File: src/design/dma_regs_defs.svh
`ifndef DMA_REGS_DEFS_SVH
`define DMA_REGS_DEFS_SVH

// ****************************************
// Bus map (byte addresses)
// ****************************************
`define WR_PORT_OFS 8'h00
`define RD_PORT_OFS 8'h04
`define STATUS_OFS 8'h08
`define RESP_OKAY 2'h0
`define RESP_SLVERR 2'h2

// ****************************************
// Register file
// ****************************************
`define NUM_WREGS 21
`define NUM_RREGS 7
`define GRP0_START 5'h00
`define GRP1_START 5'h05
`define GRP2_START 5'h07
`define GRP3_START 5'h0A
`define GRP4_START 5'h0D
`define GRP5_START 5'h12
`define GRP6_START 5'h13
`define IDX_G0_BASE 5'h00
`define IDX_A_LO 5'h01
`define IDX_A_HI 5'h02
`define IDX_LEN_LO 5'h03
`define IDX_LEN_HI 5'h04
`define IDX_A_CFG 5'h06
`define IDX_B_CFG 5'h08
`define IDX_B_TIMING 5'h09
`define IDX_G3_BASE 5'h0A
`define IDX_MATCH_MASK 5'h0B
`define IDX_MATCH_VAL 5'h0C
`define IDX_G4_BASE 5'h0D
`define IDX_B_LO 5'h0E
`define IDX_B_HI 5'h0F
`define IDX_PULSE_OFS 5'h10
`define IDX_PULSE_CTL 5'h11
`define IDX_G5_BASE 5'h12
`define IDX_RD_MASK 5'h14
`define RDMASK_RST 8'h7F

// ****************************************
// Field positions and codes
// ****************************************
`define F_CTRL 7
`define F_PTR_LSB 3
`define F_CMD_LSB 4
`define F_MODE_LSB 2
`define F_TWO_CYC 0
`define F_PULSE_EN 0
`define GRP_NONE 3'h7
`define CMD_LOAD 4'h1
`define CMD_ENABLE 4'h2
`define CMD_DISABLE 4'h3
`define CMD_FORCE_RDY 4'h4
`define CMD_RD_RESTART 4'h5
`define OP_BYTE 2'h0
`define OP_BURST 2'h1
`define OP_CONT 2'h2
`define CLS_XFER 2'h0
`define CLS_SEARCH 2'h1
`define CLS_XSEARCH 2'h2
`define CLS_SIM 2'h3
`define AM_DEC 2'h0
`define AM_INC 2'h1
`define ST_ENABLED 0
`define ST_READY 1
`define ST_EOB 4
`define ST_MATCH 5

`endif

File: src/design/dma_regs_pkg.sv
package dma_regs_pkg;

  typedef enum logic [2:0] {
    ST_IDLE,
    ST_REQ,
    ST_READ,
    ST_WRITE,
    ST_EXTRA
  } state_t;

endpackage : dma_regs_pkg

File: src/design/dma_registers_and_counters.sv
// Chosen here: the AXI4-Lite interface to the registers and the register offsets.
`include "dma_regs_defs.svh"
`timescale 1ns/10ps
`default_nettype none

module dma_registers_and_counters #(
  parameter int AXI_ADDR_W = 8
) (
  input wire logic clk,
  input wire logic rst,
  input wire logic [AXI_ADDR_W-1:0] s_axi_awaddr,
  input wire logic s_axi_awvalid,
  output logic s_axi_awready,
  input wire logic [31:0] s_axi_wdata,
  input wire logic [3:0] s_axi_wstrb,
  input wire logic s_axi_wvalid,
  output logic s_axi_wready,
  output logic [1:0] s_axi_bresp,
  output logic s_axi_bvalid,
  input wire logic s_axi_bready,
  input wire logic [AXI_ADDR_W-1:0] s_axi_araddr,
  input wire logic s_axi_arvalid,
  output logic s_axi_arready,
  output logic [31:0] s_axi_rdata,
  output logic [1:0] s_axi_rresp,
  output logic s_axi_rvalid,
  input wire logic s_axi_rready,
  output logic busRequestLine,
  input wire logic busGrantLine,
  input wire logic readyIn,
  output logic [15:0] sysAddr,
  output logic memRd,
  output logic memWr,
  input wire logic [7:0] rdData,
  output logic [7:0] wrData,
  output logic pulseOut
);

  if (AXI_ADDR_W < 8) begin : gBadAddrW
    $error("AXI_ADDR_W must be at least 8");
  end

  // ****************************************
  // Helpers
  // ****************************************
  function automatic logic [4:0] grpStart(input logic [2:0] g);
    case (g)
      3'h0: grpStart = `GRP0_START;
      3'h1: grpStart = `GRP1_START;
      3'h2: grpStart = `GRP2_START;
      3'h3: grpStart = `GRP3_START;
      3'h4: grpStart = `GRP4_START;
      3'h5: grpStart = `GRP5_START;
      default: grpStart = `GRP6_START;
    endcase
  endfunction : grpStart

  // Pointer bits that name a real secondary register of the group
  function automatic logic [3:0] ptrMask(input logic [2:0] g);
    case (g)
      3'h0: ptrMask = 4'hF;
      3'h1: ptrMask = 4'h1;
      3'h2: ptrMask = 4'h3;
      3'h3: ptrMask = 4'h3;
      3'h4: ptrMask = 4'hF;
      3'h6: ptrMask = 4'h1;
      default: ptrMask = 4'h0;
    endcase
  endfunction : ptrMask

  function automatic logic [1:0] lowBit(input logic [3:0] p);
    if (p[0]) begin
      lowBit = 2'h0;
    end else if (p[1]) begin
      lowBit = 2'h1;
    end else if (p[2]) begin
      lowBit = 2'h2;
    end else begin
      lowBit = 2'h3;
    end
  endfunction : lowBit

  function automatic logic [15:0] stepAddr(input logic [15:0] a, input logic [1:0] m);
    case (m)
      `AM_DEC: stepAddr = a - 16'h0001;
      `AM_INC: stepAddr = a + 16'h0001;
      default: stepAddr = a;
    endcase
  endfunction : stepAddr

  // Next read-register index whose mask bit is set, wrapping round
  function automatic logic [2:0] nextRead(input logic [2:0] cur, input logic [6:0] m);
    logic [2:0] k;
    nextRead = cur;
    k = cur;
    for (int i = 0; i < `NUM_RREGS; i++) begin
      k = (k == 3'h6) ? 3'h0 : k + 3'h1;
      if (m[k] && nextRead == cur) begin
        nextRead = k;
      end
    end
  endfunction : nextRead

  // ****************************************
  // State
  // ****************************************
  logic [7:0] wreg_ff [`NUM_WREGS];
  logic [7:0] nxt_wreg [`NUM_WREGS];
  logic [2:0] grp_ff, nxt_grp;
  logic [3:0] ptr_ff, nxt_ptr;
  logic [2:0] rdSeq_ff, nxt_rdSeq;
  logic bvalid_ff, nxt_bvalid;
  logic [1:0] bresp_ff, nxt_bresp;
  logic rvalid_ff, nxt_rvalid;
  logic [1:0] rresp_ff, nxt_rresp;
  logic [7:0] rbyte_ff, nxt_rbyte;
  dma_regs_pkg::state_t state_ff, nxt_state;
  logic enabled_ff, nxt_enabled;
  logic forceRdy_ff, nxt_forceRdy;
  logic bus_request_line_ff, nxt_bus_request_line;
  logic [15:0] addrA_ff, nxt_addrA;
  logic [15:0] addrB_ff, nxt_addrB;
  logic [15:0] byteCnt_ff, nxt_byteCnt;
  logic matchPend_ff, nxt_matchPend;
  logic eobFlag_ff, nxt_eobFlag;
  logic matchFlag_ff, nxt_matchFlag;
  logic [15:0] sysAddr_ff, nxt_sysAddr;
  logic memRd_ff, nxt_memRd;
  logic memWr_ff, nxt_memWr;
  logic [7:0] wrData_ff, nxt_wrData;
  logic pulse_ff, nxt_pulse;

  // ****************************************
  // Decoded configuration
  // ****************************************
  logic wrTake, rdTake, cmdValid;
  logic [3:0] cmdCode;
  logic [7:0] wByte, statusByte, readByte;
  logic srcIsA, twoCyc, stopEob, stopMatch, autoRestart, pulseEn, rdyOk, matchHit;
  logic [1:0] opMode, xferCls, srcMode, dstMode;
  logic [15:0] blockLen, srcAddr;

  assign wByte = s_axi_wdata[7:0];
  assign wrTake = s_axi_awvalid & s_axi_wvalid & ~bvalid_ff;
  assign rdTake = s_axi_arvalid & ~rvalid_ff;
  assign srcIsA = wreg_ff[`IDX_G0_BASE][`F_CTRL];
  assign opMode = wreg_ff[`IDX_A_CFG][`F_MODE_LSB +: 2];
  assign xferCls = wreg_ff[`IDX_B_CFG][`F_MODE_LSB +: 2];
  assign twoCyc = wreg_ff[`IDX_B_TIMING][`F_TWO_CYC];
  assign stopMatch = wreg_ff[`IDX_G3_BASE][`F_CTRL];
  assign stopEob = wreg_ff[`IDX_G4_BASE][`F_CTRL];
  assign autoRestart = wreg_ff[`IDX_G5_BASE][`F_CTRL];
  assign pulseEn = wreg_ff[`IDX_PULSE_CTL][`F_PULSE_EN];
  assign srcMode = srcIsA ? wreg_ff[`IDX_A_CFG][1:0] : wreg_ff[`IDX_B_CFG][1:0];
  assign dstMode = srcIsA ? wreg_ff[`IDX_B_CFG][1:0] : wreg_ff[`IDX_A_CFG][1:0];
  assign blockLen = {wreg_ff[`IDX_LEN_HI], wreg_ff[`IDX_LEN_LO]};
  assign srcAddr = srcIsA ? addrA_ff : addrB_ff;
  assign rdyOk = readyIn | forceRdy_ff;
  // Mask bit set means "don't care" for that data bit
  assign matchHit = ((rdData ^ wreg_ff[`IDX_MATCH_VAL]) & ~wreg_ff[`IDX_MATCH_MASK]) == 8'h00;
  assign cmdValid = wrTake && s_axi_awaddr[7:0] == `WR_PORT_OFS && s_axi_wstrb[0] && ptr_ff == 4'h0
                    && wByte[2:0] == 3'h6;
  assign cmdCode = wByte[`F_CMD_LSB +: 4];
  assign statusByte = {2'h0, matchFlag_ff, eobFlag_ff, 2'h0, rdyOk, enabled_ff};

  always_comb begin : readMux
    case (rdSeq_ff)
      3'h0: readByte = statusByte;
      3'h1: readByte = byteCnt_ff[7:0];
      3'h2: readByte = byteCnt_ff[15:8];
      3'h3: readByte = addrA_ff[7:0];
      3'h4: readByte = addrA_ff[15:8];
      3'h5: readByte = addrB_ff[7:0];
      3'h6: readByte = addrB_ff[15:8];
      default: readByte = 8'h00;
    endcase
  end

  // ****************************************
  // Register bus and write groups
  // ****************************************
  always_comb begin : regNext
    nxt_wreg = wreg_ff;
    nxt_grp = grp_ff;
    nxt_ptr = ptr_ff;
    nxt_rdSeq = rdSeq_ff;
    nxt_bvalid = bvalid_ff & ~s_axi_bready;
    nxt_bresp = bresp_ff;
    nxt_rvalid = rvalid_ff & ~s_axi_rready;
    nxt_rresp = rresp_ff;
    nxt_rbyte = rbyte_ff;
    if (wrTake) begin
      nxt_bvalid = 1'b1;
      nxt_bresp = `RESP_OKAY;
      if (s_axi_awaddr[7:0] != `WR_PORT_OFS) begin
        nxt_bresp = `RESP_SLVERR;
      end else if (s_axi_wstrb[0]) begin
        if (ptr_ff != 4'h0) begin
          // Pointed registers fill lowest pointer first
          nxt_wreg[grpStart(grp_ff) + 5'h01 + {3'h0, lowBit(ptr_ff)}] = wByte;
          nxt_ptr = ptr_ff & ~(4'h1 << lowBit(ptr_ff));
        end else if (wByte[2:0] != `GRP_NONE) begin
          nxt_wreg[grpStart(wByte[2:0])] = wByte;
          nxt_grp = wByte[2:0];
          nxt_ptr = wByte[`F_PTR_LSB +: 4] & ptrMask(wByte[2:0]);
        end
      end
    end
    if (cmdValid && cmdCode == `CMD_RD_RESTART) begin
      nxt_rdSeq = nextRead(3'h6, wreg_ff[`IDX_RD_MASK][6:0]);
    end
    if (rdTake) begin
      nxt_rvalid = 1'b1;
      nxt_rresp = `RESP_OKAY;
      nxt_rbyte = 8'h00;
      case (s_axi_araddr[7:0])
        `RD_PORT_OFS: begin
          nxt_rbyte = readByte;
          nxt_rdSeq = nextRead(rdSeq_ff, wreg_ff[`IDX_RD_MASK][6:0]);
        end
        `STATUS_OFS: nxt_rbyte = statusByte;
        `WR_PORT_OFS: nxt_rbyte = 8'h00;
        default: nxt_rresp = `RESP_SLVERR;
      endcase
    end
  end

  always_ff @(posedge clk) begin : regFlops
    if (rst) begin
      for (int i = 0; i < `NUM_WREGS; i++) begin
        wreg_ff[i] <= 8'h00;
      end
      wreg_ff[`IDX_RD_MASK] <= `RDMASK_RST;
      grp_ff <= 3'h0;
      ptr_ff <= 4'h0;
      rdSeq_ff <= 3'h0;
      bvalid_ff <= 1'b0;
      bresp_ff <= `RESP_OKAY;
      rvalid_ff <= 1'b0;
      rresp_ff <= `RESP_OKAY;
      rbyte_ff <= 8'h00;
    end else begin
      wreg_ff <= nxt_wreg;
      grp_ff <= nxt_grp;
      ptr_ff <= nxt_ptr;
      rdSeq_ff <= nxt_rdSeq;
      bvalid_ff <= nxt_bvalid;
      bresp_ff <= nxt_bresp;
      rvalid_ff <= nxt_rvalid;
      rresp_ff <= nxt_rresp;
      rbyte_ff <= nxt_rbyte;
    end
  end

  assign s_axi_awready = wrTake;
  assign s_axi_wready = wrTake;
  assign s_axi_bvalid = bvalid_ff;
  assign s_axi_bresp = bresp_ff;
  assign s_axi_arready = ~rvalid_ff;
  assign s_axi_rvalid = rvalid_ff;
  assign s_axi_rresp = rresp_ff;
  assign s_axi_rdata = {24'h000000, rbyte_ff};

  // ****************************************
  // Transfer engine and counters
  // ****************************************
  logic stopNow, eobHit, matchStop, reload, isEob;

  always_comb begin : engineNext
    nxt_state = state_ff;
    nxt_enabled = enabled_ff;
    nxt_forceRdy = forceRdy_ff;
    nxt_bus_request_line = bus_request_line_ff;
    nxt_addrA = addrA_ff;
    nxt_addrB = addrB_ff;
    nxt_byteCnt = byteCnt_ff;
    nxt_matchPend = matchPend_ff;
    nxt_eobFlag = eobFlag_ff;
    nxt_matchFlag = matchFlag_ff;
    nxt_sysAddr = sysAddr_ff;
    nxt_wrData = wrData_ff;
    nxt_memRd = 1'b0;
    nxt_memWr = 1'b0;
    stopNow = 1'b0;
    eobHit = 1'b0;
    matchStop = 1'b0;
    reload = 1'b0;
    isEob = stopEob && byteCnt_ff == blockLen;
    case (state_ff)
      dma_regs_pkg::ST_IDLE: begin
        if (enabled_ff && rdyOk) begin
          nxt_bus_request_line = 1'b1;
          nxt_state = dma_regs_pkg::ST_REQ;
        end
      end
      dma_regs_pkg::ST_REQ: begin
        if (busGrantLine) begin
          nxt_state = dma_regs_pkg::ST_READ;
        end
      end
      dma_regs_pkg::ST_READ: begin
        if (srcIsA) begin
          nxt_addrA = stepAddr(addrA_ff, srcMode);
        end else begin
          nxt_addrB = stepAddr(addrB_ff, srcMode);
        end
        if (xferCls == `CLS_XFER || xferCls == `CLS_XSEARCH) begin
          nxt_wrData = rdData;
          nxt_matchPend = xferCls == `CLS_XSEARCH && matchHit;
          nxt_state = dma_regs_pkg::ST_WRITE;
        end else begin
          // Previous byte's match is only acted on now, one read later
          nxt_matchPend = matchHit;
          if (stopMatch && matchPend_ff) begin
            matchStop = 1'b1;
            stopNow = 1'b1;
            if (opMode != `OP_BYTE && rdyOk) begin
              nxt_byteCnt = byteCnt_ff + 16'h0001;
            end
          end else if (isEob) begin
            eobHit = 1'b1;
            stopNow = 1'b1;
            if (opMode != `OP_BYTE) begin
              nxt_byteCnt = byteCnt_ff + 16'h0001;
              if (xferCls == `CLS_SIM && twoCyc && readyIn) begin
                stopNow = 1'b0;
                nxt_state = dma_regs_pkg::ST_EXTRA;
              end
            end
          end else begin
            nxt_byteCnt = byteCnt_ff + 16'h0001;
            if (opMode == `OP_BYTE || (opMode == `OP_BURST && !rdyOk)) begin
              nxt_bus_request_line = 1'b0;
              nxt_state = dma_regs_pkg::ST_IDLE;
            end
          end
        end
      end
      dma_regs_pkg::ST_WRITE: begin
        if (stopMatch && matchPend_ff) begin
          matchStop = 1'b1;
          stopNow = 1'b1;
        end else if (isEob) begin
          eobHit = 1'b1;
          stopNow = 1'b1;
        end else begin
          nxt_byteCnt = byteCnt_ff + 16'h0001;
          if (srcIsA) begin
            nxt_addrB = stepAddr(addrB_ff, dstMode);
          end else begin
            nxt_addrA = stepAddr(addrA_ff, dstMode);
          end
          if (opMode == `OP_BYTE || (opMode == `OP_BURST && !rdyOk)) begin
            nxt_bus_request_line = 1'b0;
            nxt_state = dma_regs_pkg::ST_IDLE;
          end else begin
            nxt_state = dma_regs_pkg::ST_READ;
          end
        end
      end
      dma_regs_pkg::ST_EXTRA: begin
        if (srcIsA) begin
          nxt_addrA = stepAddr(addrA_ff, srcMode);
        end else begin
          nxt_addrB = stepAddr(addrB_ff, srcMode);
        end
        eobHit = 1'b1;
        stopNow = 1'b1;
      end
      default: nxt_state = dma_regs_pkg::ST_IDLE;
    endcase
    if (stopNow) begin
      nxt_bus_request_line = 1'b0;
      nxt_state = dma_regs_pkg::ST_IDLE;
      if (eobHit && autoRestart) begin
        reload = 1'b1;
      end else begin
        nxt_enabled = 1'b0;
      end
    end
    if (cmdValid) begin
      case (cmdCode)
        `CMD_LOAD: begin
          reload = 1'b1;
          nxt_eobFlag = 1'b0;
          nxt_matchFlag = 1'b0;
        end
        `CMD_ENABLE: begin
          reload = reload | ~enabled_ff;
          nxt_enabled = 1'b1;
        end
        `CMD_DISABLE: begin
          nxt_enabled = 1'b0;
          nxt_forceRdy = 1'b0;
          nxt_bus_request_line = 1'b0;
          nxt_state = dma_regs_pkg::ST_IDLE;
        end
        `CMD_FORCE_RDY: nxt_forceRdy = 1'b1;
        default: nxt_forceRdy = forceRdy_ff;
      endcase
    end
    // Buffer registers reach the counters only here, so mid-block writes wait for the next block
    if (reload) begin
      nxt_addrA = {wreg_ff[`IDX_A_HI], wreg_ff[`IDX_A_LO]};
      nxt_addrB = {wreg_ff[`IDX_B_HI], wreg_ff[`IDX_B_LO]};
      nxt_byteCnt = 16'h0000;
      nxt_matchPend = 1'b0;
    end
    // Flag set wins over a same-cycle clear
    if (stopNow && eobHit) begin
      nxt_eobFlag = 1'b1;
    end
    if (stopNow && matchStop) begin
      nxt_matchFlag = 1'b1;
    end
    if (nxt_state == dma_regs_pkg::ST_READ || nxt_state == dma_regs_pkg::ST_EXTRA) begin
      nxt_memRd = 1'b1;
      nxt_sysAddr = srcIsA ? nxt_addrA : nxt_addrB;
    end else if (nxt_state == dma_regs_pkg::ST_WRITE) begin
      nxt_memWr = 1'b1;
      nxt_sysAddr = srcIsA ? nxt_addrB : nxt_addrA;
    end
    nxt_pulse = bus_request_line_ff && busGrantLine && pulseEn && nxt_byteCnt != byteCnt_ff
                && nxt_byteCnt[7:0] == wreg_ff[`IDX_PULSE_OFS];
  end

  always_ff @(posedge clk) begin : engineFlops
    if (rst) begin
      state_ff <= dma_regs_pkg::ST_IDLE;
      enabled_ff <= 1'b0;
      forceRdy_ff <= 1'b0;
      bus_request_line_ff <= 1'b0;
      addrA_ff <= 16'h0000;
      addrB_ff <= 16'h0000;
      byteCnt_ff <= 16'h0000;
      matchPend_ff <= 1'b0;
      eobFlag_ff <= 1'b0;
      matchFlag_ff <= 1'b0;
      sysAddr_ff <= 16'h0000;
      memRd_ff <= 1'b0;
      memWr_ff <= 1'b0;
      wrData_ff <= 8'h00;
      pulse_ff <= 1'b0;
    end else begin
      state_ff <= nxt_state;
      enabled_ff <= nxt_enabled;
      forceRdy_ff <= nxt_forceRdy;
      bus_request_line_ff <= nxt_bus_request_line;
      addrA_ff <= nxt_addrA;
      addrB_ff <= nxt_addrB;
      byteCnt_ff <= nxt_byteCnt;
      matchPend_ff <= nxt_matchPend;
      eobFlag_ff <= nxt_eobFlag;
      matchFlag_ff <= nxt_matchFlag;
      sysAddr_ff <= nxt_sysAddr;
      memRd_ff <= nxt_memRd;
      memWr_ff <= nxt_memWr;
      wrData_ff <= nxt_wrData;
      pulse_ff <= nxt_pulse;
    end
  end

  assign busRequestLine = bus_request_line_ff;
  assign sysAddr = sysAddr_ff;
  assign memRd = memRd_ff;
  assign memWr = memWr_ff;
  assign wrData = wrData_ff;
  assign pulseOut = pulse_ff;

endmodule : dma_registers_and_counters

`default_nettype wire

File: config.mk
export PLATFORM = sky130hd
export DESIGN_NAME = dma_registers_and_counters
export DESIGN_NICKNAME = d
export VERILOG_FILES = /design/src/design/dma_regs_pkg.sv /design/src/design/dma_registers_and_counters.sv
export VERILOG_INCLUDE_DIRS = /design/src /design/src/design
export SDC_FILE = /design/constraint.sdc
export NUM_CORES = 1
export LEC_CHECK = 0
export ABC_CLOCK_PERIOD_IN_PS = 5400
export BUFFER_PORTS_ARGS = -buffer_cell sky130_fd_sc_hd__clkbuf_2
export CORE_ASPECT_RATIO = 0.6
export CORE_MARGIN = 2
export CORE_UTILIZATION = 55
export CTS_CLUSTER_SIZE = 30
export DETAILED_ROUTE_END_ITERATION = 8
export PLACE_DENSITY_LB_ADDON = 0.25
export SYNTH_ARGS = -nofsm -noshare
export SYNTH_HDL_FRONTEND = slang
export SYNTH_SLANG_ARGS = --single-unit
File: constraint.sdc
create_clock -name clk -period 5.4 [get_ports clk]
set_input_delay 0.81 -clock clk [delete_from_list [all_inputs] [get_ports clk]]
set_output_delay 0.81 -clock clk [all_outputs]
set_load 0.1 [all_outputs]
==> impl_metrics.tcl <==
set metrics [dict create \
    relSlewSlack_pct 7.51 \
    timing.final.ws_setup_ns 0.212 \
    max_stage_delay_ns 0.54 \
    worstSetupPathType "reg -> reg" \
    end_kind "flip-flop" \
    p_leak_nw 5.70 \
    worstPathArrival_ns 5.55 \
    rows 44 \
    start_util_pct 56.4 \
    cts.path.max_buffers 2 \
    firstDrtPassIters 8 \
    gp_routability_congestion 0.963 \
    dpl_cell_area_um2 14100 \
    cts_tree "built" \
    root_buffer "clkbuf_16" \
    grt_pass1_wl_um 72000 \
    critPathMaxFanout 9 \
    synth_top_area_share_pct 29.1 \
    netlist_area_um2 13700 \
    worst_slew_pin_slew_ns 1.38 \
    fin_cells 2151 \
    ios 138 \
    finalHoldViolCount 0 \
    dr.first_iter.drc_count 2056 \
    routed_via_density 6.57 \
    numCtsBuffers 17 \
    numPortBuffers 84 \
    routed_wl_um 46400 \
    vdd_ir_drop_max_uv 260 \
    cp-start-kind "flip-flop" \
    ant_nets 0 \
    grt_overflow 0 \
    core_area_um2 24300 \
    crit_family "compound AO/OA/AOI/OAI gates" \
    drc 0 \
    grt_pass1_vias 12400 \
    grt_max_degree 114 \
    synth_area_leader_cell "dfxtp_1" \
    outcome "finished, final reports clean" \
    synth-edff-count 0 \
    synthDistinctLibCells 101 \
    fin_nets 1893 \
    areaGrowthSynthToFinish_pct 7.59 \
    ys_dominant_reg_cell "dfxtp_1" \
    worstPathRequired_ns 5.76 \
    die_area_um2 26300 \
    worstPathCellList "nand2_1 -> inv_1 -> ha_2 -> nand2b_1 -> nor3_1 -> o32ai_2 -> a32oi_2 -> o211ai_4 -> mux2_4 -> a32o_1 -> a311o_1 -> o31ai_4 -> o211ai_2 -> or3b_1 -> a31o_1 -> and4_1 -> o31a_1" \
    die_y_um 126 \
    maxCapViolCount 0 \
    crit_path_top_delay_cell "o32ai_2" \
    skew_ns 0.0119 \
    hold_path_class "reg -> reg" \
    min_period_ns 5.19 \
    antenna_found_initial 2 \
    dp_hpwl_um 33000 \
    powerDensity_nw_per_um2 204 \
    routedWlPerCell_um 21.6 \
    cts.reportedPaths.clkPinSlew_ns 0.08 \
    max_freq_mhz 193 \
    maxSlewViolCount 0 \
    grt_usage_pct 34.8 \
    final_cell_area_um2 14800 \
    insertion_delay_ns 0.47 \
    place_inst 2116 \
    vias 14100 \
    finalSetupViolCount 0 \
    die_w_um 208 \
    h-tree-depth 4 \
    synth_seq_area_share_pct 29.1 \
    setup_tns_ns 0 \
    async_reset_ff_share_pct 0 \
    synth.avg_cell_area_um2 7.50 \
    yosys-top-cells-area "dfxtp_1, nor2_1, mux2i_1" \
    clock_sinks 199 \
    synth_seq_cells 199 \
    yosys_warnings 0 \
    drive_above_1_share_pct 12.5 \
    holdBufCountCts 0 \
    syn_inst 1828 \
    critPathBufInv 1 \
    post-route-period-util_pct 96.1 \
    place_ws_ns 0.0221 \
]
-- cell families after synthesis --
group                    after synthesis  synth area share [%]
AND/OR/NAND/NOR                      721                  24.0
AO/OA/AOI/OAI                        456                  22.2
buffers and inverters                203                  6.59
flip-flops                           199                  29.1
multiplexers                         147                  11.4
XOR/XNOR                              92                  5.88
adder cells (fa/ha/maj)                9                 0.876
other                                  1                0.0273
-- cell type report --
cell class              count  area (um2)
diodes                      1        2.50
multi-input cells        1451        8970
flip-flops and latches    199        3990
fillers                  2168        9580
clock inverters            14         161
inverters                  27         103
repair buffers            119         702
clock buffers              18         429
well taps                 322         403
-- power breakdown --
group	total (mW)	switching, mW	internal [mW]	leakage (nW)
sequential	1.47	0.00267	1.47	1.60
combinational	0.233	0.202	0.0307	3.81
clock	1.31	0.647	0.659	0.287
-- synth_stat cells (all sizes together), types with 27 or more instances --
| library cell | number |
|---|---|
| nor3 | 58 |
| o21ai | 85 |
| nor2 | 321 |
| a211oi | 27 |
| a21oi | 144 |
| xor2 | 37 |
| dfxtp | 199 |
| clkbuf | 126 |
| nand2 | 163 |
| buf | 50 |
| o22ai | 33 |
| mux2i | 119 |
| xnor2 | 55 |
| nand3 | 32 |
-- repair_timing --
action,in CTS,in global routing
endpoints found under the hold margin,0,0
endpoints found under the setup margin,0,3
buffers inserted,0,2
resized for setup,0,11
-- metrics by stage --
step                      power (mW)  util [%]  hold slack (ns)
after CTS                       3.01      60.4            0.457
after floorplan                 1.70         -            0.445
after global placement          1.74      58.0            0.441
final                           3.01      60.6            0.456
after global routing            3.09      60.6            0.483
after detailed placement        1.74      58.0            0.446
-- layer usage --
layer  track usage, %  vias up  share of wire [%]
li1                 -     6475                  -
met1             51.6     6592                 44
met2             46.9      954                 39
met3             11.9      112                 14
met4             10.6        2                2.6
met5                0        -              0.028
-- sequential cells by signal, indices dropped and copies added (netlist names), 3 cells and up --
name,flops
sysAddr,16
wreg_ff,69
rbyte_ff,8
addrB_ff,16
blockLen,16
grp_ff,3
state_ff,3
wrData,8
ptr_ff,4
addrA_ff,16
rdSeq_ff,3
byteCnt_ff,16
-- final timing paths --
kind	from	depth (start not counted)	to	slack, ns
min reg2reg	wrData[3]	2	wrData[3]	0.46
min	wrData[3]	2	wrData[3]	0.46
max	rdSeq_ff[0]	17	rdSeq_ff[2]	0.21
max reg2reg	rdSeq_ff[0]	17	rdSeq_ff[2]	0.21
-- placed cells by master (no fill, tap or decap), types with 15 or more instances in the layout --
cell type  count
nand4_1       15
a21oi_1      142
nand2_1      163
nor2_1       320
xnor2_1       55
buf_4         34
nand3_1       32
dfxtp_1      198
clkbuf_16     17
mux2i_1      115
a31oi_1       19
o22ai_1       32
xor2_1        37
inv_1         24
and3_1        16
clkbuf_2      83
nor3_1        57
o21ai_0       81
nor4_1        17
mux2_2        21
a211oi_1      24
conb_1        26
-- worst min-delay path: cells and delay by family, from the launching register on --
kind            cells  cell delay, ns
compound gates      1            0.05
flops               1            0.31
simple gates        1            0.05
Note: power is estimated with default switching activity, not from simulation.
